===== config.mk =====
export PLATFORM = sky130hd
export DESIGN_NAME = abu_top
export DESIGN_NICKNAME = d
export VERILOG_FILES = /design/src/rtl/abu_pkg.sv /design/src/rtl/abu_top.sv
export SDC_FILE = /design/constraint.sdc
export NUM_CORES = 1
export LEC_CHECK = 0
export BUFFER_PORTS_ARGS = -buffer_cell sky130_fd_sc_hd__clkbuf_2
export CORE_ASPECT_RATIO = 1.1
export CORE_MARGIN = 8
export CORE_UTILIZATION = 40
export CTS_CLUSTER_SIZE = 12
export DETAILED_ROUTE_END_ITERATION = 10
export GPL_TIMING_DRIVEN = 0
export PLACE_DENSITY = 0.65
export SYNTH_ARGS = -nofsm -noshare
export SYNTH_HDL_FRONTEND = slang
export SYNTH_SLANG_ARGS = --single-unit
export TNS_END_PERCENT = 1

===== constraint.sdc =====
create_clock -name ref_clk -period 2.9 [get_ports ref_clk]
set_clock_uncertainty 0.2 [all_clocks]
set_input_delay 0.58 -clock ref_clk [delete_from_list [all_inputs] [get_ports ref_clk]]
set_output_delay 0.58 -clock ref_clk [all_outputs]
set_load 0.005 [all_outputs]

===== src/rtl/abu_pkg.sv =====
// package for the address breakpoint unit: register map, fields, states, rule summary
// What this block does
// - enabled break and program address equal to break address raises break request
// - break entry uses user vector pair FFFC/FFFD with forced software interrupt opcode
// - in monitor mode break entry uses vector pair FEFC/FEFD instead
// - match on an instruction's last cycle starts break entry at once
// - software writing one to break active bit forces a break
// - break active set by match, cleared by written zero and by reset
// - break enable is bit 7 of control, read/write, reset clears it
// - two byte registers hold break address, both cleared by reset
// - return from interrupt inside break routine ends break state
// - break state stops timer counters
// - break state disables watchdog only with test high voltage on reset pin
// - unit works in wait; break ending wait sets break wait flag, zero write clears
// - address match idle in stop mode (software break still taken), registers keep their contents
// - status bits clear during break only when clear flag enable is set
package abu_pkg;
    localparam logic [3:0] ADDR_CTRL = 4'h0;
    localparam logic [3:0] ADDR_BRK_HI = 4'h1;
    localparam logic [3:0] ADDR_BRK_LO = 4'h2;
    localparam logic [3:0] ADDR_WAIT_ST = 4'h3;
    localparam logic [3:0] ADDR_FLAG_CTL = 4'h4;
    localparam logic [3:0] ADDR_IRQ_ST = 4'h5;
    localparam logic [3:0] ADDR_IRQ_EN = 4'h6;
    localparam logic [3:0] ADDR_IRQ_CLR = 4'h7;
    localparam int BIT_ENABLE = 7;
    localparam int BIT_ACTIVE = 6;
    localparam int BIT_WAIT = 1;
    localparam int BIT_CLEAR_EN = 0;
    localparam int IRQ_MATCH = 0;
    localparam int IRQ_SOFT = 1;
    localparam int IRQ_WAKE = 2;
    localparam int IRQ_EXIT = 3;
    localparam logic [7:0] RESET_BYTE = 8'h00;
    localparam logic [15:0] VEC_USER = 16'hFFFC;
    localparam logic [15:0] VEC_MONITOR = 16'hFEFC;
    localparam logic [7:0] OPC_SOFT_INT = 8'h83;
    typedef enum logic [1:0] {
        ST_RUN = 2'b00,
        ST_PEND = 2'b01,
        ST_BREAK = 2'b10
    } abu_state_t;
    typedef struct packed {
        logic [15:0] addr;
        logic fetch;
        logic last_cycle;
        logic rti_done;
        logic in_wait;
        logic in_stop;
        logic monitor_mode;
    } abu_cpu_t;
    typedef struct packed {
        logic break_req;
        logic [15:0] vector;
        logic [7:0] opcode;
    } abu_brk_t;
endpackage : abu_pkg


===== src/rtl/abu_top.sv =====
// address breakpoint unit with classic wishbone register slave
//
// Design decisions made here: the Wishbone slave port and the register addresses.
`timescale 1ns/1ns
module abu_top (
    input wire logic ref_clk,
    input wire logic rst_n,
    input wire logic [3:0] wb_adr_i,
    input wire logic [7:0] wb_dat_i,
    output logic [7:0] wb_dat_o,
    input wire logic wb_we_i,
    input wire logic wb_sel_i,
    input wire logic wb_cyc_i,
    input wire logic wb_stb_i,
    output logic wb_ack_o,
    input wire abu_pkg::abu_cpu_t cpu_i,
    output abu_pkg::abu_brk_t brk_o,
    input wire logic test_high_voltage,
    output logic timer_stop,
    output logic watchdog_disable,
    output logic status_clear_allow,
    output logic irq
);
    import abu_pkg::*;

    abu_state_t state_reg, state_next;
    logic [7:0] addr_hi_reg, addr_lo_reg;
    logic enable_reg, active_reg, wait_flag_reg, clear_en_reg;
    logic [3:0] irq_st_reg, irq_en_reg;
    logic thv_meta_reg, thv_sync_reg;
    logic [7:0] rd_data;

    // bus decode
    wire bus_req = wb_cyc_i && wb_stb_i && !wb_ack_o;
    wire wr = bus_req && wb_we_i && wb_sel_i;
    wire wr_ctrl = wr && (wb_adr_i == ADDR_CTRL);
    wire wr_hi = wr && (wb_adr_i == ADDR_BRK_HI);
    wire wr_lo = wr && (wb_adr_i == ADDR_BRK_LO);
    wire wr_wait = wr && (wb_adr_i == ADDR_WAIT_ST);
    wire wr_flag = wr && (wb_adr_i == ADDR_FLAG_CTL);
    wire wr_iren = wr && (wb_adr_i == ADDR_IRQ_EN);
    wire wr_irclr = wr && (wb_adr_i == ADDR_IRQ_CLR);

    // break event sources; address match idle in stop, software break still taken
    wire match = enable_reg && !cpu_i.in_stop && cpu_i.fetch
        && (cpu_i.addr == {addr_hi_reg, addr_lo_reg});
    wire soft_brk = wr_ctrl && wb_dat_i[BIT_ACTIVE] && !active_reg;
    wire brk_event = match || soft_brk;
    wire wake = brk_event && cpu_i.in_wait;
    wire leave = (state_reg == ST_BREAK) && cpu_i.rti_done;
    wire [3:0] irq_set = {leave, wake, soft_brk, match};

    // state sequencing: pend until instruction boundary, then break
    always_comb begin
        state_next = state_reg;
        case (state_reg)
            ST_RUN: begin
                if (brk_event && cpu_i.last_cycle) begin
                    state_next = ST_BREAK;
                end else if (brk_event) begin
                    state_next = ST_PEND;
                end
            end
            ST_PEND: begin
                if (cpu_i.last_cycle) begin
                    state_next = ST_BREAK;
                end
            end
            ST_BREAK: begin
                if (cpu_i.rti_done) begin
                    state_next = ST_RUN;
                end
            end
            default: state_next = ST_RUN;
        endcase
    end

    // read mux
    always_comb begin
        rd_data = RESET_BYTE;
        case (wb_adr_i)
            ADDR_CTRL: rd_data = {enable_reg, active_reg, 6'h00};
            ADDR_BRK_HI: rd_data = addr_hi_reg;
            ADDR_BRK_LO: rd_data = addr_lo_reg;
            ADDR_WAIT_ST: rd_data = {6'h00, wait_flag_reg, 1'b0};
            ADDR_FLAG_CTL: rd_data = {7'h00, clear_en_reg};
            ADDR_IRQ_ST: rd_data = {4'h0, irq_st_reg};
            ADDR_IRQ_EN: rd_data = {4'h0, irq_en_reg};
            default: rd_data = RESET_BYTE;
        endcase
    end

    // test voltage synchroniser
    always_ff @(posedge ref_clk or negedge rst_n) begin
        if (!rst_n) begin
            thv_meta_reg <= 1'b0;
            thv_sync_reg <= 1'b0;
        end else begin
            thv_meta_reg <= test_high_voltage;
            thv_sync_reg <= thv_meta_reg;
        end
    end

    // bus answer, one cycle after request
    always_ff @(posedge ref_clk or negedge rst_n) begin
        if (!rst_n) begin
            wb_ack_o <= 1'b0;
            wb_dat_o <= RESET_BYTE;
        end else begin
            wb_ack_o <= bus_req;
            wb_dat_o <= bus_req ? rd_data : RESET_BYTE;
        end
    end

    // address and control registers, stop leaves them untouched
    always_ff @(posedge ref_clk or negedge rst_n) begin
        if (!rst_n) begin
            addr_hi_reg <= RESET_BYTE;
            addr_lo_reg <= RESET_BYTE;
            enable_reg <= 1'b0;
            clear_en_reg <= 1'b0;
            irq_en_reg <= 4'h0;
        end else begin
            if (wr_hi) addr_hi_reg <= wb_dat_i;
            if (wr_lo) addr_lo_reg <= wb_dat_i;
            if (wr_ctrl) enable_reg <= wb_dat_i[BIT_ENABLE];
            if (wr_flag) clear_en_reg <= wb_dat_i[BIT_CLEAR_EN];
            if (wr_iren) irq_en_reg <= wb_dat_i[3:0];
        end
    end

    // flags: hardware set wins over software clear
    always_ff @(posedge ref_clk or negedge rst_n) begin
        if (!rst_n) begin
            active_reg <= 1'b0;
            wait_flag_reg <= 1'b0;
            irq_st_reg <= 4'h0;
            state_reg <= ST_RUN;
        end else begin
            state_reg <= state_next;
            if (brk_event) active_reg <= 1'b1;
            else if (wr_ctrl && !wb_dat_i[BIT_ACTIVE]) active_reg <= 1'b0;
            if (wake) wait_flag_reg <= 1'b1;
            else if (wr_wait && !wb_dat_i[BIT_WAIT]) wait_flag_reg <= 1'b0;
            irq_st_reg <= irq_set | (irq_st_reg & ~(wr_irclr ? wb_dat_i[3:0] : 4'h0));
        end
    end

    // cpu and system outputs, all registered
    always_ff @(posedge ref_clk or negedge rst_n) begin
        if (!rst_n) begin
            brk_o <= '0;
            timer_stop <= 1'b0;
            watchdog_disable <= 1'b0;
            status_clear_allow <= 1'b1;
            irq <= 1'b0;
        end else begin
            brk_o.break_req <= (state_next == ST_PEND) ||
                (state_next == ST_BREAK && state_reg != ST_BREAK);
            brk_o.vector <= cpu_i.monitor_mode ? VEC_MONITOR : VEC_USER;
            brk_o.opcode <= OPC_SOFT_INT;
            timer_stop <= (state_next == ST_BREAK);
            watchdog_disable <= (state_next == ST_BREAK) && thv_sync_reg;
            status_clear_allow <= (state_next != ST_BREAK) || clear_en_reg;
            irq <= |((irq_set | irq_st_reg) & irq_en_reg);
        end
    end
endmodule : abu_top


**Word-level counts from Yosys, hierarchy flattened**

Cells that the tools add are included.

- Equal/unequal tests: 14
- Muxes and demuxes: 13
- Bitwise operators: 5
- Reductions and logical operators: 36

Operators with widths:

| cell | count |
|---|---|
| case mux 8 bit (7 select lines) | 1 |
| logical AND 1 bit | 23 |
| == test 16 bit | 1 |
| == test 4 x 3 -> 1 bit, second input constant | 4 |
| two-way mux 9 bit | 1 |
| AND 4 bit | 2 |
| == test 4 x 2 -> 1 bit, second input constant | 2 |
| two-way mux 2 bit | 4 |
| two-way mux 8 bit | 1 |
| OR 4 bit | 2 |
| case mux 2 bit (3 select lines) | 1 |
| zero test 1 bit | 5 |
| == test 2 x 1 -> 1 bit, second input constant | 2 |
| == test 2 bit, second input constant | 2 |
| == test 4 x 1 -> 1 bit, second input constant | 1 |
| zero test 4 bit | 1 |
| two-way mux 1 bit | 4 |
| two-way mux 4 bit | 1 |
| inequality test 2 bit, second input constant | 2 |
| NOT 4 bit | 1 |
| nonzero test 2 bit | 2 |
| OR reduction 4 bit | 1 |
| logical OR 1 bit | 3 |
| zero test 2 bit | 1 |

- Bits in registers: 57
- Bits of input ports: 41
- Output and inout port bits: 38
- Logic and storage cells: 88

**Depth between registers and ports, before layout**

- Depth in word-level cells: 14
- Gate-level depth with buffers: 7
- Gate-level depth less buffers: 5

**Worst setup path after synthesis**

No wires, ideal clock.

- Kind: input-to-reg
- From: input wb_adr_i[3]
- To: register addr_hi_reg[0]
- Library setup time: 0.125 ns
- Arrival: 1.667 ns
- Required time: 2.575 ns
- Slack: 0.908 ns
- Stages: 5
- Buffers on the path: 1
- Path through: buf_2 > nor2_4 > nand4_1 > nor2_2 > mux2_2

- Cells in the longest elaborated chain, start to end: 2

RTL lines:

| item | line | RTL |
|---|---|---|
| start: declaration | abu_top.sv:8 | `input wire logic [3:0] wb_adr_i,` |
| == test 4 x 1 -> 1 bit | abu_top.sv:37 | `wire wr_hi = wr && (wb_adr_i == ADDR_BRK_HI);` |
| logical AND 1 bit | abu_top.sv:37 |  |
| end signal: assignment | abu_top.sv:124 | `if (wr_hi) addr_hi_reg <= wb_dat_i;` |
| end: declaration | abu_top.sv:27 | `logic [7:0] addr_hi_reg, addr_lo_reg;` |

Every way passes these cells.
A chain may end at the register's enable or synchronous reset.

**Worst setup path after layout**

- From: register addr_hi_reg[0]
- To: register status_clear_allow

- Cells in the longest elaborated chain, start to end: 8
- Elaborated cells on any way between the ends: 9
- Classes of those cells: 2 x eq/ne; 3 x mux; 4 x reduce/logical

RTL lines:

| item | line | RTL |
|---|---|---|
| == test 16 bit (*) | abu_top.sv:46 | `&& (cpu_i.addr == {addr_hi_reg, addr_lo_reg});` |
| logical AND 1 bit (*) | abu_top.sv:46 |  |
| logical OR 1 bit (*) | abu_top.sv:48 | `wire brk_event = match \|\| soft_brk;` |
| two-way mux 2 bit or logical AND 1 bit (tied branches) | abu_top.sv:60, abu_top.sv:58 |  |
| two-way mux 2 bit (*) | abu_top.sv:58 | `if (brk_event && cpu_i.last_cycle) begin` |
| case mux 2 bit (3 select lines) (*) | abu_top.sv:56 | `case (state_reg)` |
| inequality test 2 bit (*) | abu_top.sv:164 | `status_clear_allow <= (state_next != ST_BREAK) \|\| clear_en_reg;` |
| logical OR 1 bit (*) | abu_top.sv:164 |  |
| end signal: assignment | abu_top.sv:164 |  |
| end: declaration | abu_top.sv:21 | `output logic status_clear_allow,` |

Every way passes the cells marked *; elsewhere a longest branch is shown, timed or not.

==> impl_results.md <==
- CTS Sinks: 48
- Tmin final: 2.09 ns
- Mapped Area: 0.00247 mm2
- Max-Cap Viols: 0
- Status: finished, final reports clean
- Logic pwr share: 0.135
- Worst Path Max Fanout: 4
- Unrepaired setup endpoints after global routing: false
- Startpoint Class: register
- CTS Buffer Depth: 2
- Vias: 1812
- DP Worst Slack: 0.511 ns
- Via-to-Cell Ratio: 4.79
- Final wirelength: 5.67 mm
- Die ar.: 0.00896 mm2
- Crit Path Category: reg -> reg
- Top_reg_cell synth: dfrtp_1
- Grt total ovfl: 0
- Max H-tree Level: 2
- Die height: 98.5 um
- Final Net Count: 338
- Yosys warns: 0
- Initial antenna violation count: 0
- Avg Cell Area, Syn: 11.5 um2
- Least-Margin Pin Slew: 1.17 ns
- Layout cells sized above 1: 0.460
- FMAX: 0.478 GHz
- Reg power frac: 0.505
- Diodes inserted: 0
- Post-synth EDFFs: 0
- Root Driver: clkbuf_8
- Post-Syn Instances: 216
- DRC Markers: 0
- TritonCTS Buffers: 5
- Leak Pwr: 0.00155 uW
- Max VDD drop: 0.000274 V
- Crit-path cells: xnor2_1 -> nand4_1 -> nor3_1 -> a2111oi_2 -> or3_1
- Port Buffer Count: 68
- CP max stage delay: 0.56 ns
- Slew headroom: 0.221
- HP Class: reg -> reg
- Initial core utilization: 0.407
- Final Hold Fails: 0
- Worst endpoint required time: 2.92 ns
- Seq/Total Area, Yosys: 0.486
- Core ar.: 0.00608 mm2
- Routed WL per cell: 15.0 um
- FF+latch count, synth: 48
- Post-CTS setup buffer count: 0
- PwrDens: 473 mW/mm2
- Critical path buffers and inverters: 0
- Critical Path Sink Type: register
- Largest net degree at the start of global routing: 49
- CP arrival: 2.11 ns
- Ys async rst share: 1.00
- Net Sw Power: 338 uW
- Total power draw: 1450 uW
- Global-route wire length before repair: 9.34 mm
- Setup TNS: 0 ns
- Sw Share: 0.234
- GP Congestion: 0.849
- # rows: 30
- Clk pin slew, worst setup/hold paths: 0.09 ns
- Fin. max-slew vios: 0
- Crit share post-route: 0.721
- Setup violators final: 0
- Largest delay share family, worst path: simple AND/OR/NAND/NOR gates
- I/O pin count: 79
- Die width: 91 um
- Drt pass-1 iters: 4
- CTS tree: built
- # hold bufs at CTS: 0
- Critical-path top delay cell: nor3_1
- Resize count post-CTS: 0
- Skew-Pair Late Insertion Delay: 0.30 ns
- Post-synth cell types: 41
- Clk pwr share: 0.360
- Number of global-route vias before repair: 1876
- Area grow syn2layout: 23.8%
- Final HPWL DP: 4.52 mm
- Antenna Nets Post-Route: 0
- DRT iter0 DRCs: 76
- Total GRT Usage: 0.130
- Final WS setup: 0.809 ns
- P_int: 1110 uW
-- per-layer routing --
metal	up-vias	wire length, um	track usage	share of wire
met5	-	0	0	0
met4	0	79	0.0542	0.014
met3	5	415	0.0441	0.073
met2	63	2850	0.215	0.50
met1	863	2330	0.149	0.41
li1	881	-	-	-
-- power by group through the flow --
| stage | clock network [uW] | logic [uW] | registers (uW) |
|---|---|---|---|
| final | 522 | 196 | 731 |
| after global routing | 556 | 218 | 737 |
| after CTS | 537 | 199 | 732 |
| after detailed placement | 0 | 198 | 745 |
| after global placement | 0 | 195 | 743 |
| after floorplan | 0 | 121 | 735 |
-- final timing paths --
path                                startpoint                 end  slack, ns  cells past startpoint
worst max register to register  addr_hi_reg[0]  status_clear_allow       0.81                      5
worst max-delay path            addr_hi_reg[0]  status_clear_allow       0.81                      5
min in group asynchronous                rst_n      addr_hi_reg[4]       0.29                      1
worst min-delay path              thv_meta_reg        thv_sync_reg       0.18                      0
worst min register to register    thv_meta_reg        thv_sync_reg       0.18                      0
max in group asynchronous                rst_n      addr_hi_reg[3]       1.49                      1
-- logic make-up (layout without fill, tap and decap cells) --
| kind of cell | count (synthesis) | count (layout) | synth area share |
|---|---|---|---|
| compound gates | 27 | 27 | 0.0753 |
| xor+xnor | 16 | 16 | 0.0566 |
| buf+inv | 30 | 106 | 0.0839 |
| flops | 48 | 48 | 0.486 |
| mux | 33 | 33 | 0.145 |
| other cells | 2 | 8 | 0.00303 |
| simple gates | 60 | 60 | 0.150 |
-- synthesized netlist by cell type (all sizes together), types with 3 or more instances --
| cell | count | area [um2] |
|---|---|---|
| dfrtp | 47 | 1180 |
| buf | 27 | 196 |
| mux2 | 23 | 259 |
| nor2 | 20 | 87.6 |
| xnor2 | 16 | 140 |
| nand2 | 14 | 52.6 |
| mux2i | 10 | 100 |
| a21oi | 9 | 45.0 |
| nor3 | 5 | 25.0 |
| o21ai | 5 | 25.0 |
| nand4 | 4 | 25.0 |
| inv | 3 | 11.3 |
| nand3 | 3 | 15.0 |
-- layout by cell type (no fill, tap or decap), types with 2 or more instances in the layout --
cell and count:
a211oi_1 2, dfrtp_1 47, o32a_1 2, mux2i_1 10
buf_4 22, nor2_1 17, o21ai_0 5, clkbuf_8 7
inv_1 3, nand4_1 4, nand3_1 3, nor2_2 2
nor2b_1 2, mux2_2 23, buf_2 4, conb_1 8
nor3_1 5, clkbuf_2 68, nand2_1 14, a22oi_1 2
xnor2_1 16, a21oi_1 9, a21o_1 2
-- through the flow --
step,utilization,area [um2],hold slack (ns),instances
after floorplan,-,2500,0.0844,222
after global placement,0.483,2940,0.132,370
after detailed placement,0.483,2940,0.169,370
after CTS,0.504,3060,0.169,378
after global routing,0.504,3060,0.164,378
final,0.504,3060,0.176,378
-- cell type report --
type	count	area (um2)
fill	577	3020
sequential	48	1200
multi-input combinational	144	1090
timing repair buffer	68	340
buffer	27	196
tap	80	100
clock buffer	7	96.3
clock inverter	1	30.0
inverter	3	11.3
(Power assumes the default switching activity.)
